<file path="config.mk">
export PLATFORM = sky130hd
export DESIGN_NAME = ccu_top
export DESIGN_NICKNAME = d
export VERILOG_FILES = /design/src/ccu_pkg.sv /design/src/cc_link_if.sv /design/src/cc_channel.sv /design/src/ccu_top.sv
export VERILOG_INCLUDE_DIRS = /design/src
export SDC_FILE = /design/constraint.sdc
export NUM_CORES = 1
export LEC_CHECK = 0
export ABC_CLOCK_PERIOD_IN_PS = 4000
export BUFFER_PORTS_ARGS = -buffer_cell sky130_fd_sc_hd__buf_2
export CORE_MARGIN = 2
export CORE_UTILIZATION = 56
export CTS_CLUSTER_DIAMETER = 100
export CTS_CLUSTER_SIZE = 30
export DETAILED_ROUTE_END_ITERATION = 8
export MAX_ROUTING_LAYER = met4
export PLACE_DENSITY_LB_ADDON = 0.2
export SYNTH_ARGS = -nofsm -noshare
export SYNTH_HDL_FRONTEND = slang
export SYNTH_SLANG_ARGS = --single-unit
</file>
<file path="constraint.sdc">
create_clock -name CLK -period 4 [get_ports CLK]
set_input_delay 0 -clock CLK [delete_from_list [all_inputs] [get_ports CLK]]
set_output_delay 0 -clock CLK [all_outputs]
set_load 0.1 [all_outputs]
</file>
<file path="src/ccu_consts.svh">
`ifndef CCU_CONSTS_SVH
`define CCU_CONSTS_SVH

// Counter and data width
`define CNT_W 16
// Number of channels, three or seven
`define CH_N 7
// Field widths
`define LM_W 2
`define OM_W 3
`define GRP_W 2
`define SEL_W 2
// Reset values
`define CNT_RST 16'h0000
`define OUT_RST 1'b0
// Input select codes
`define SEL_A 2'h0
`define SEL_B 2'h1
`define SEL_GND 2'h2
`define SEL_VCC 2'h3
// Edge select codes
`define EDGE_RISE 2'h1
`define EDGE_FALL 2'h2
`define EDGE_BOTH 2'h3

`endif

</file>
<file path="src/ccu_pkg.sv">
`include "ccu_consts.svh"

package ccu_pkg;
  typedef logic [`CNT_W-1:0] cnt_t;
  typedef enum logic [1:0] {MODE_STOP, MODE_UP, MODE_CONT, MODE_UPDN} count_mode_e;
  typedef enum logic [1:0] {LOAD_NOW, LOAD_ZERO, LOAD_ZERO_PER, LOAD_OLD} load_mode_e;
  typedef enum logic [2:0] {
    OM_BIT, OM_SET, OM_TOG_RST, OM_SET_RST, OM_TOG, OM_RST, OM_TOG_SET, OM_RST_SET
  } out_mode_e;
endpackage : ccu_pkg

</file>
<file path="src/cc_link_if.sv">
`timescale 1ns/10ps
interface cc_link_if;
  import ccu_pkg::*;
  cnt_t count;
  logic stepped;
  logic load_go;
  logic hit;
  logic equ;
  cnt_t latch;
  cnt_t buffer;
  logic flag;
  logic cov;
  logic level;
  modport ctl (output count, stepped, load_go,
               input hit, equ, latch, buffer, flag, cov, level);
  modport chan (input count, stepped, load_go,
                output hit, equ, latch, buffer, flag, cov, level);
endinterface : cc_link_if

</file>
<file path="src/cc_channel.sv">
`timescale 1ns/10ps
`include "ccu_consts.svh"
module cc_channel
  import ccu_pkg::*;
(
  input wire logic clk,
  input wire logic rst,
  // Configuration
  input wire logic cap_sel,
  input wire logic [`SEL_W-1:0] edge_sel,
  input wire logic [`SEL_W-1:0] in_sel,
  input wire logic sync_cap,
  // Pins
  input wire logic in_a,
  input wire logic in_b,
  // Software access
  input wire logic buf_wr,
  input wire cnt_t wdata,
  input wire logic buf_rd,
  input wire logic flag_clr,
  input wire logic cov_clr,
  // Counter side
  cc_link_if.chan lnk
);
  logic a_meta_r, a_sync_r, b_meta_r, b_sync_r;
  logic lvl_r, pend_r, unread_r, level, det, cap_ev;
  cnt_t buf_r, latch_r;
  logic flag_r, cov_r;

  // Pins are asynchronous, two stages before use
  always_ff @(posedge clk) begin
    a_meta_r <= in_a;
    a_sync_r <= a_meta_r;
    b_meta_r <= in_b;
    b_sync_r <= b_meta_r;
  end

  always_comb begin
    unique case (in_sel)
      `SEL_A: level = a_sync_r;
      `SEL_B: level = b_sync_r;
      `SEL_GND: level = 1'b0;
      default: level = 1'b1;
    endcase
  end

  // Successive samples, one edge gives one event
  always_comb begin
    unique case (edge_sel)
      `EDGE_RISE: det = level & ~lvl_r;
      `EDGE_FALL: det = ~level & lvl_r;
      `EDGE_BOTH: det = level ^ lvl_r;
      default: det = 1'b0;
    endcase
    det = det & cap_sel;
  end

  // Synchronised capture waits for the following clock edge
  assign cap_ev = (det & ~sync_cap) | pend_r;

  // Level tracks the input through reset, so release brings no false edge
  always_ff @(posedge clk) begin
    lvl_r <= level;
    if (rst) pend_r <= 1'b0;
    else pend_r <= det & sync_cap;
  end

  always_ff @(posedge clk) begin
    if (rst) begin
      buf_r <= `CNT_RST;
      latch_r <= `CNT_RST;
    end else begin
      if (cap_ev) buf_r <= lnk.count;
      else if (buf_wr) buf_r <= wdata;
      if (lnk.load_go) latch_r <= buf_r;
    end
  end

  // Set wins over software clear for both flags
  always_ff @(posedge clk) begin
    if (rst) begin
      unread_r <= 1'b0;
      flag_r <= 1'b0;
      cov_r <= 1'b0;
    end else begin
      unread_r <= cap_ev | (unread_r & ~buf_rd);
      flag_r <= cap_ev | lnk.equ | (flag_r & ~flag_clr);
      cov_r <= (cap_ev & unread_r) | (cov_r & ~cov_clr);
    end
  end

  assign lnk.hit = lnk.stepped & (lnk.count == latch_r);
  assign lnk.equ = ~cap_sel & lnk.hit;
  assign lnk.latch = latch_r;
  assign lnk.buffer = buf_r;
  assign lnk.flag = flag_r;
  assign lnk.cov = cov_r;
  assign lnk.level = lvl_r;

  a_cov_second: assert property (@(posedge clk) disable iff (rst)
    cap_ev && unread_r |=> cov_r)
    else $error("overflow not set on second capture");
  a_capture_copy: assert property (@(posedge clk) disable iff (rst)
    cap_ev |=> buf_r == $past(lnk.count) && flag_r)
    else $error("capture value or flag wrong");
endmodule : cc_channel

</file>
<file path="src/ccu_top.sv">
`timescale 1ns/10ps
`include "ccu_consts.svh"
// Summary of operation
// - Up/down: a descending counter keeps falling to zero, then new period applies.
// - Rising with new period above count: keep climbing to it.
// - Rising with new period below count: turn and count down.
// - Three or seven identical capture/compare channels.
// - Capture mode when capture select is 1, compare when 0.
// - Source from two inputs; rising, falling or both edges.
// - Capture copies count into buffer register and sets channel flag.
// - Selected input level readable at any time.
// - Sync bit delays capture to next timer clock edge.
// - Second capture before read sets overflow; only software clears it.
// - Software capture: select both edges, toggle supply/ground source.
// - Compare match sets flag, equality and drives output unit.
// - Writes go to buffer; latch loads at chosen event.
// - Mode 00 loads on write; mode 01 at count zero.
// - Mode 10: zero, or also old period in up/down.
// - Mode 11 loads when count reaches the old latch value.
// - Lowest channel of a group picks its load event; all-group uses channel 1.
// - Leading mode zero means every latch loads on its own write.
// - Group loads only after every member was written, then event.
// - Grouping 00 none, 01 pairs, 10 triples, 11 all.
// - Eight output modes; high-impedance pin floats every output.
// - Outputs change on clock edge; mode 0 follows the bit.
// - Only real counting triggers count events, not writes.
// - Up/down counts zero to period and back to zero.
module ccu_top
  import ccu_pkg::*;
(
  // Clock and reset
  input wire logic CLK,
  input wire logic RST,
  // Counter control
  input wire logic [1:0] COUNT_MODE,
  input wire logic COUNT_WR,
  input wire cnt_t COUNT_WDATA,
  input wire logic COUNT_CLR,
  input wire logic [`GRP_W-1:0] LATCH_GROUPING,
  // Channel configuration
  input wire logic [`CH_N-1:0] CAPTURE_SELECT,
  input wire logic [`CH_N-1:0][`SEL_W-1:0] EDGE_SELECT,
  input wire logic [`CH_N-1:0][`SEL_W-1:0] INPUT_SELECT,
  input wire logic [`CH_N-1:0] SYNC_CAPTURE,
  input wire logic [`CH_N-1:0][`LM_W-1:0] LATCH_LOAD_MODE,
  input wire logic [`CH_N-1:0][`OM_W-1:0] OUTPUT_MODE_SEL,
  input wire logic [`CH_N-1:0] OUT_BIT,
  // Software access
  input wire logic [`CH_N-1:0] BUF_WR,
  input wire cnt_t BUF_WDATA,
  input wire logic [`CH_N-1:0] BUF_RD,
  input wire logic [`CH_N-1:0] FLAG_CLR,
  input wire logic [`CH_N-1:0] OVERFLOW_CLR,
  // Pins
  input wire logic [`CH_N-1:0] CAPTURE_INPUT_A,
  input wire logic [`CH_N-1:0] CAPTURE_INPUT_B,
  input wire logic OUTPUTS_HIZ_PIN,
  // Status
  output cnt_t COUNT_VALUE,
  output logic COUNT_DOWN,
  output cnt_t [`CH_N-1:0] CHANNEL_BUFFER_REG,
  output logic [`CH_N-1:0] CHANNEL_FLAG,
  output logic [`CH_N-1:0] CAPTURE_OVERFLOW,
  output logic [`CH_N-1:0] INPUT_LEVEL,
  output logic [`CH_N-1:0] CHANNEL_EQUAL,
  // Timer outputs
  output logic [`CH_N-1:0] CHANNEL_OUTPUT,
  output logic [`CH_N-1:0] CHANNEL_OUTPUT_EN
);
  cnt_t count_r, count_nxt;
  logic down_r, down_nxt;
  logic stepped_r, stepped_nxt;
  cnt_t period_latch;
  logic zero_ev, per_ev;
  logic [`CH_N-1:0] hit, equ, written_r, load_go, out_r, en_r, equ_r;
  logic [`CH_N-1:0][2:0] lead;
  logic hiz_meta_r, hiz_sync_r;
  count_mode_e mode;

  cc_link_if lnk [`CH_N] ();

  assign mode = count_mode_e'(COUNT_MODE);
  assign period_latch = lnk[0].latch;

  // Counter
  always_comb begin
    count_nxt = count_r;
    down_nxt = down_r;
    stepped_nxt = 1'b0;
    if (COUNT_CLR) begin
      count_nxt = `CNT_RST;
      down_nxt = 1'b0;
    end else if (COUNT_WR) begin
      // Direct writes land without a counting step
      count_nxt = COUNT_WDATA;
    end else begin
      unique case (mode)
        MODE_STOP: begin
          stepped_nxt = 1'b0;
        end
        MODE_UP: begin
          if (period_latch != `CNT_RST) begin
            stepped_nxt = 1'b1;
            if (count_r >= period_latch) count_nxt = `CNT_RST;
            else count_nxt = cnt_t'(count_r + 1'b1);
          end
        end
        MODE_CONT: begin
          stepped_nxt = 1'b1;
          count_nxt = cnt_t'(count_r + 1'b1);
        end
        MODE_UPDN: begin
          if (period_latch != `CNT_RST) begin
            stepped_nxt = 1'b1;
            if (down_r) begin
              // Descent ignores the period until zero
              if (count_r == `CNT_RST) begin
                down_nxt = 1'b0;
                count_nxt = cnt_t'(count_r + 1'b1);
              end else begin
                count_nxt = cnt_t'(count_r - 1'b1);
              end
            end else if (count_r >= period_latch) begin
              // Also turns when a smaller period arrives mid-climb
              down_nxt = 1'b1;
              count_nxt = cnt_t'(count_r - 1'b1);
            end else begin
              count_nxt = cnt_t'(count_r + 1'b1);
            end
          end
        end
      endcase
    end
  end

  always_ff @(posedge CLK) begin
    if (RST) begin
      count_r <= `CNT_RST;
      down_r <= 1'b0;
      stepped_r <= 1'b0;
    end else begin
      count_r <= count_nxt;
      down_r <= down_nxt;
      stepped_r <= stepped_nxt;
    end
  end

  // Count events, only after a real step
  assign zero_ev = stepped_r & (count_r == `CNT_RST);
  assign per_ev = stepped_r & (count_r == period_latch);

  // Group leader of each channel
  function automatic logic [2:0] lead_of(input int unsigned i,
                                         input logic [`GRP_W-1:0] g);
    logic [2:0] l;
    l = 3'(i);
    unique case (g)
      2'h0: l = 3'(i);
      2'h1: l = (i == 0) ? 3'h0 : 3'(((i - 1) / 2) * 2 + 1);
      2'h2: l = (i == 0) ? 3'h0 : ((i <= 3) ? 3'h1 : 3'h4);
      default: l = 3'h1;
    endcase
    return l;
  endfunction : lead_of

  function automatic logic load_event(input load_mode_e m, input logic zero,
                                      input logic per, input logic updn,
                                      input logic own_hit);
    logic ev;
    ev = 1'b0;
    unique case (m)
      LOAD_NOW: ev = 1'b1;
      LOAD_ZERO: ev = zero;
      LOAD_ZERO_PER: ev = zero | (updn & per);
      LOAD_OLD: ev = own_hit;
    endcase
    return ev;
  endfunction : load_event

  // Load decision per channel
  always_comb begin
    logic all_written;
    logic [`LM_W-1:0] lm;
    all_written = 1'b0;
    lm = '0;
    for (int i = 0; i < `CH_N; i++) begin
      lead[i] = lead_of(i, LATCH_GROUPING);
      lm = LATCH_LOAD_MODE[lead[i]];
      if (lm == `LM_W'(LOAD_NOW)) begin
        // Leader at zero breaks up the groups
        lead[i] = 3'(i);
        lm = `LM_W'(LOAD_NOW);
        all_written = written_r[i];
      end else begin
        all_written = 1'b1;
        for (int j = 0; j < `CH_N; j++) begin
          if (lead_of(j, LATCH_GROUPING) == lead[i] && !written_r[j])
            all_written = 1'b0;
        end
      end
      load_go[i] = all_written & load_event(load_mode_e'(lm), zero_ev, per_ev,
                                            mode == MODE_UPDN,
                                            hit[lead[i]]);
    end
  end

  // Written marks, a new write wins over the load that clears
  always_ff @(posedge CLK) begin
    if (RST) written_r <= '0;
    else written_r <= BUF_WR | (written_r & ~load_go);
  end

  // Channels
  for (genvar g = 0; g < `CH_N; g++) begin : g_ch
    assign lnk[g].count = count_r;
    assign lnk[g].stepped = stepped_r;
    assign lnk[g].load_go = load_go[g];
    assign hit[g] = lnk[g].hit;
    assign equ[g] = lnk[g].equ;

    cc_channel u_ch (
      .clk(CLK),
      .rst(RST),
      .cap_sel(CAPTURE_SELECT[g]),
      .edge_sel(EDGE_SELECT[g]),
      .in_sel(INPUT_SELECT[g]),
      .sync_cap(SYNC_CAPTURE[g]),
      .in_a(CAPTURE_INPUT_A[g]),
      .in_b(CAPTURE_INPUT_B[g]),
      .buf_wr(BUF_WR[g]),
      .wdata(BUF_WDATA),
      .buf_rd(BUF_RD[g]),
      .flag_clr(FLAG_CLR[g]),
      .cov_clr(OVERFLOW_CLR[g]),
      .lnk(lnk[g])
    );

    assign CHANNEL_BUFFER_REG[g] = lnk[g].buffer;
    assign CHANNEL_FLAG[g] = lnk[g].flag;
    assign CAPTURE_OVERFLOW[g] = lnk[g].cov;
    assign INPUT_LEVEL[g] = lnk[g].level;

    // Output unit; in modes 2, 3, 6 and 7 period equality wins when both fire
    always_ff @(posedge CLK) begin
      if (RST) begin
        out_r[g] <= `OUT_RST;
      end else begin
        unique case (out_mode_e'(OUTPUT_MODE_SEL[g]))
          OM_BIT: out_r[g] <= OUT_BIT[g];
          OM_SET: if (equ[g]) out_r[g] <= 1'b1;
          OM_TOG_RST: begin
            if (equ[0]) out_r[g] <= 1'b0;
            else if (equ[g]) out_r[g] <= ~out_r[g];
          end
          OM_SET_RST: begin
            if (equ[0]) out_r[g] <= 1'b0;
            else if (equ[g]) out_r[g] <= 1'b1;
          end
          OM_TOG: if (equ[g]) out_r[g] <= ~out_r[g];
          OM_RST: if (equ[g]) out_r[g] <= 1'b0;
          OM_TOG_SET: begin
            if (equ[0]) out_r[g] <= 1'b1;
            else if (equ[g]) out_r[g] <= ~out_r[g];
          end
          OM_RST_SET: begin
            if (equ[0]) out_r[g] <= 1'b1;
            else if (equ[g]) out_r[g] <= 1'b0;
          end
        endcase
      end
    end

    a_out_set: assert property (@(posedge CLK) disable iff (RST)
      OUTPUT_MODE_SEL[g] == `OM_W'(OM_SET) && equ[g] |=> out_r[g])
      else $error("set mode output did not rise on equality");
    a_latch_load: assert property (@(posedge CLK) disable iff (RST)
      load_go[g] |=> lnk[g].latch == $past(lnk[g].buffer))
      else $error("latch did not take buffer value");
    a_group_wait: assert property (@(posedge CLK) disable iff (RST)
      load_go[g] |-> written_r[g] && written_r[lead[g]])
      else $error("group loaded before all writes");
  end

  // High-impedance pin is asynchronous
  always_ff @(posedge CLK) begin
    if (RST) begin
      hiz_meta_r <= 1'b0;
      hiz_sync_r <= 1'b0;
    end else begin
      hiz_meta_r <= OUTPUTS_HIZ_PIN;
      hiz_sync_r <= hiz_meta_r;
    end
  end

  always_ff @(posedge CLK) begin
    if (RST) begin
      en_r <= '0;
      equ_r <= '0;
    end else begin
      en_r <= {`CH_N{~hiz_sync_r}};
      equ_r <= equ;
    end
  end

  assign COUNT_VALUE = count_r;
  assign COUNT_DOWN = down_r;
  assign CHANNEL_EQUAL = equ_r;
  assign CHANNEL_OUTPUT = out_r;
  assign CHANNEL_OUTPUT_EN = en_r;

  a_down_to_zero: assert property (@(posedge CLK) disable iff (RST)
    mode == MODE_UPDN && down_r && count_r != `CNT_RST && period_latch != `CNT_RST
    && !COUNT_WR && !COUNT_CLR |=> down_r && count_r == $past(count_r) - 1'b1)
    else $error("descent interrupted before zero");
  a_climb_period: assert property (@(posedge CLK) disable iff (RST)
    mode == MODE_UPDN && !down_r && count_r < period_latch
    && !COUNT_WR && !COUNT_CLR |=> !down_r && count_r == $past(count_r) + 1'b1)
    else $error("climb to period interrupted");
  a_reverse_down: assert property (@(posedge CLK) disable iff (RST)
    mode == MODE_UPDN && !down_r && count_r > period_latch && period_latch != `CNT_RST
    && !COUNT_WR && !COUNT_CLR |=> down_r)
    else $error("no reversal above new period");
  a_write_no_event: assert property (@(posedge CLK) disable iff (RST)
    COUNT_WR && !COUNT_CLR |=> !stepped_r && !zero_ev && !per_ev)
    else $error("write produced a count event");
  a_hiz_outputs: assert property (@(posedge CLK) disable iff (RST)
    OUTPUTS_HIZ_PIN [*3] |=> CHANNEL_OUTPUT_EN == '0)
    else $error("outputs still driven in high impedance");
endmodule : ccu_top

</file>
==> results.ini <==
[synth]
syn_inst = 1867
synthFlopType = dfxtp_1
synth_area_leader_cell = dfxtp_1
yosysMostFrequentCell = dfxtp_1
async_flop_share = 0
netlist_top_cells_area = dfxtp_1 (39%), mux2i_1 (15%), nor2_1 (6.5%)
syn_area_um2 = 16700
synth_common_cells = dfxtp_1 (329), nor2_1 (288), mux2i_1 (245)
ys_types = 73
yosysSeqAreaShare = 0.394
synth_warnings = 0
synth_seq_cells = 329
synth_edf_count = 0
netlist.area_leader.share = 0.394
syn_nets = 2081
avgSynthCellArea_um2 = 8.94

[timing]
clock_skew_ps = 28.3
finalMaxSlewViolations = 0
period_needed_ps = 3830
relSlewSlack = 0.236
setup_violations = 0
final-hold-violation-count = 0
rsz0062_at_grt = no
hold_ws_ps = 14.6
min_period_over_period = 0.958
finalSetupTns_ps = 0
fmax_mhz = 261
tightest_slew_ps = 1150

[power_and_ir_drop]
power_density_nw_per_um2 = 398
p_leak_nw = 9.62
power_mw = 8.09
ir_drop_v = 0.000393

[worst_setup_path]
critPathRequiredTime_ps = 4410
cp_num_buf_inv = 2
critical_path_class = register to register
cp_max_fo = 11
cp.arrival_ps = 4240
cp-start-kind = register
r2r_cells = 11
critPathTopFamily = simple AND/OR/NAND/NOR gates
crit_cells = 11
cpMaxStageDelayCell = dfxtp_1
cp-end-kind = register
cp_slowest_stage_delay_ps = 630
path_cells = buf_4 > xnor2_1 > nand4_1 > or2_4 > or4_1 > ha_1 > o21ai_0 > nor2_1 > o221ai_1 > a21oi_1 > dlygate4sd3_1

[cells_and_area]
drive_gt1_frac = 0.194
seqCellArea_um2 = 6590
finalNetCount = 2459
synthToLayoutAreaGrowth_pct = 21.7
fin_util = 0.689
multiInputGateArea_um2 = 9180
fillers = 2409

[floorplanning]
die_area_um2 = 31200
initial_core_util = 0.566
rows = 63
ioPinCount = 338
die_w_um = 177
die_y_um = 177
coreArea_um2 = 29500

[detailed_routing]
routed_via_density = 5.92
routed_wl_mm = 58.7
first_pass_iters = 6
vias = 15626
drc = 0
dr.first_iter.drc_count = 1457
ant_nets = 0
wire_per_inst_um = 22.2

[global_routing]
grt_overflow = 0
grt_antenna_before_repair = 2
grt_max_degree = 232
grt_usage = 0.378
grt_pass1_vias = 15041
grt_pass1_wl_mm = 87.6

[placement]
place_hpwl_mm = 39.9
gp_congestion = 0.953
portBuffers = 337

[flow_run]
drv_cap = 0

[clock_tree]
path_clk_slew_ps = 110
clk-insertion-delay-late_ps = 540
cts_tree = done
cts_root_buf = clkbuf_16
clkSinkCount = 329
numCtsBuffers = 15
clock_path_buffers = 3
htreeDepth = 1

[worst_hold_path]
min_delay_path_depth = 3
min_path_type = input port to register

[outcome]
status = complete, no violations

-- worst min-delay path: cells and delay by family --
kind | cells | cell delay (ps)
compound gates | 2 | 240
buf+inv | 1 | 260
-- routing by layer --
layer,share of wire,global-route usage
met3,0.085,0.0666
met2,0.44,0.571
met1,0.43,0.504
met4,0.045,0.149
met5,0,-
-- power by group --
group | internal [mW] | switching [mW] | total, mW | leakage [nW]
clock network | 0.713 | 1.12 | 1.83 | 0.209
logic | 0.714 | 1.92 | 2.63 | 6.71
registers | 3.46 | 0.172 | 3.63 | 2.70
-- state kept, by name, summed over array words and instances, names as in the netlist, 7 cells and up --
name                  count
g_ch.u_ch.lnk.level       7
CHANNEL_OUTPUT            7
g_ch.u_ch.b_meta_r        7
g_ch.u_ch.a_meta_r        7
g_ch.u_ch.b_sync_r        7
g_ch.u_ch.lnk.cov         7
g_ch.u_ch.lnk.buffer    112
g_ch.u_ch.a_sync_r        7
COUNT_VALUE              16
g_ch.u_ch.lnk.flag        7
CHANNEL_EQUAL             7
written_r                 7
g_ch.u_ch.unread_r        7
g_ch.u_ch.pend_r          7
g_ch.u_ch.lnk.latch     112
-- repair_timing --
action                                  4_1_cts  5_1_grt
hold buffers                                132        0
setup buffers                                 0        0
resized for setup                             0        2
endpoints found under the setup margin        0        2
endpoints found under the hold margin       185        0
-- cell usage in the layout (no fill, tap or decap), types with 9 or more instances in the layout --
master         count
buf_2            336
dfxtp_1          328
nor2_1           287
mux2i_1          245
dlygate4sd3_1    132
a211oi_1         116
nand2_1           77
inv_1             64
xor2_1            59
a21oi_1           53
xnor2_1           50
ha_1              47
nand2b_1          46
o21ai_0           45
buf_4             44
nand3_1           30
nor3_1            26
nor4_1            24
nand4_1           15
a31oi_1           15
clkbuf_16         15
o211ai_1          13
nand3b_1          13
and3_1            12
o21a_1            10
o22ai_1            9
-- stage by stage --
stage	instance area, um2	instances	setup slack [ps]
floorplan	16700	1867	50.5
global placement	18600	2486	754
detailed placement	18600	2486	704
CTS	20300	2637	134
global route	20300	2638	25.8
finish	20300	2639	168
-- logic make-up after synthesis --
family / share of synthesized area
xor gates and xnor gates: 0.0572
muxes: 0.152
AOI/OAI and AO/OA: 0.134
and+or+nand+nor: 0.166
adders and majority gates: 0.0352
buffers and inverters: 0.0606
DFF: 0.394
-- area by class of cell --
| cell class | count | share of cell area |
|---|---|---|
| diodes | 2 | 0.000246 |
| clock buffers | 15 | 0.0185 |
| clock inverters | 4 | 0.00222 |
| inverters | 64 | 0.0118 |
| multi-input cells | 1319 | 0.452 |
| flip-flops and latches | 329 | 0.324 |
| well taps | 390 | 0.0240 |
| repair buffers | 516 | 0.167 |
-- worst paths after layout --
kind	startpoint	end	slack (ps)
max	COUNT_VALUE[1]	CHANNEL_OUTPUT[1]	170
min	COUNT_WR	COUNT_VALUE[4]	10
max reg2reg	COUNT_VALUE[1]	CHANNEL_OUTPUT[1]	170
min reg2reg	g_ch[1].u_ch.a_meta_r	g_ch[1].u_ch.a_sync_r	340
No activity file was read; power rests on OpenSTA's default activity.
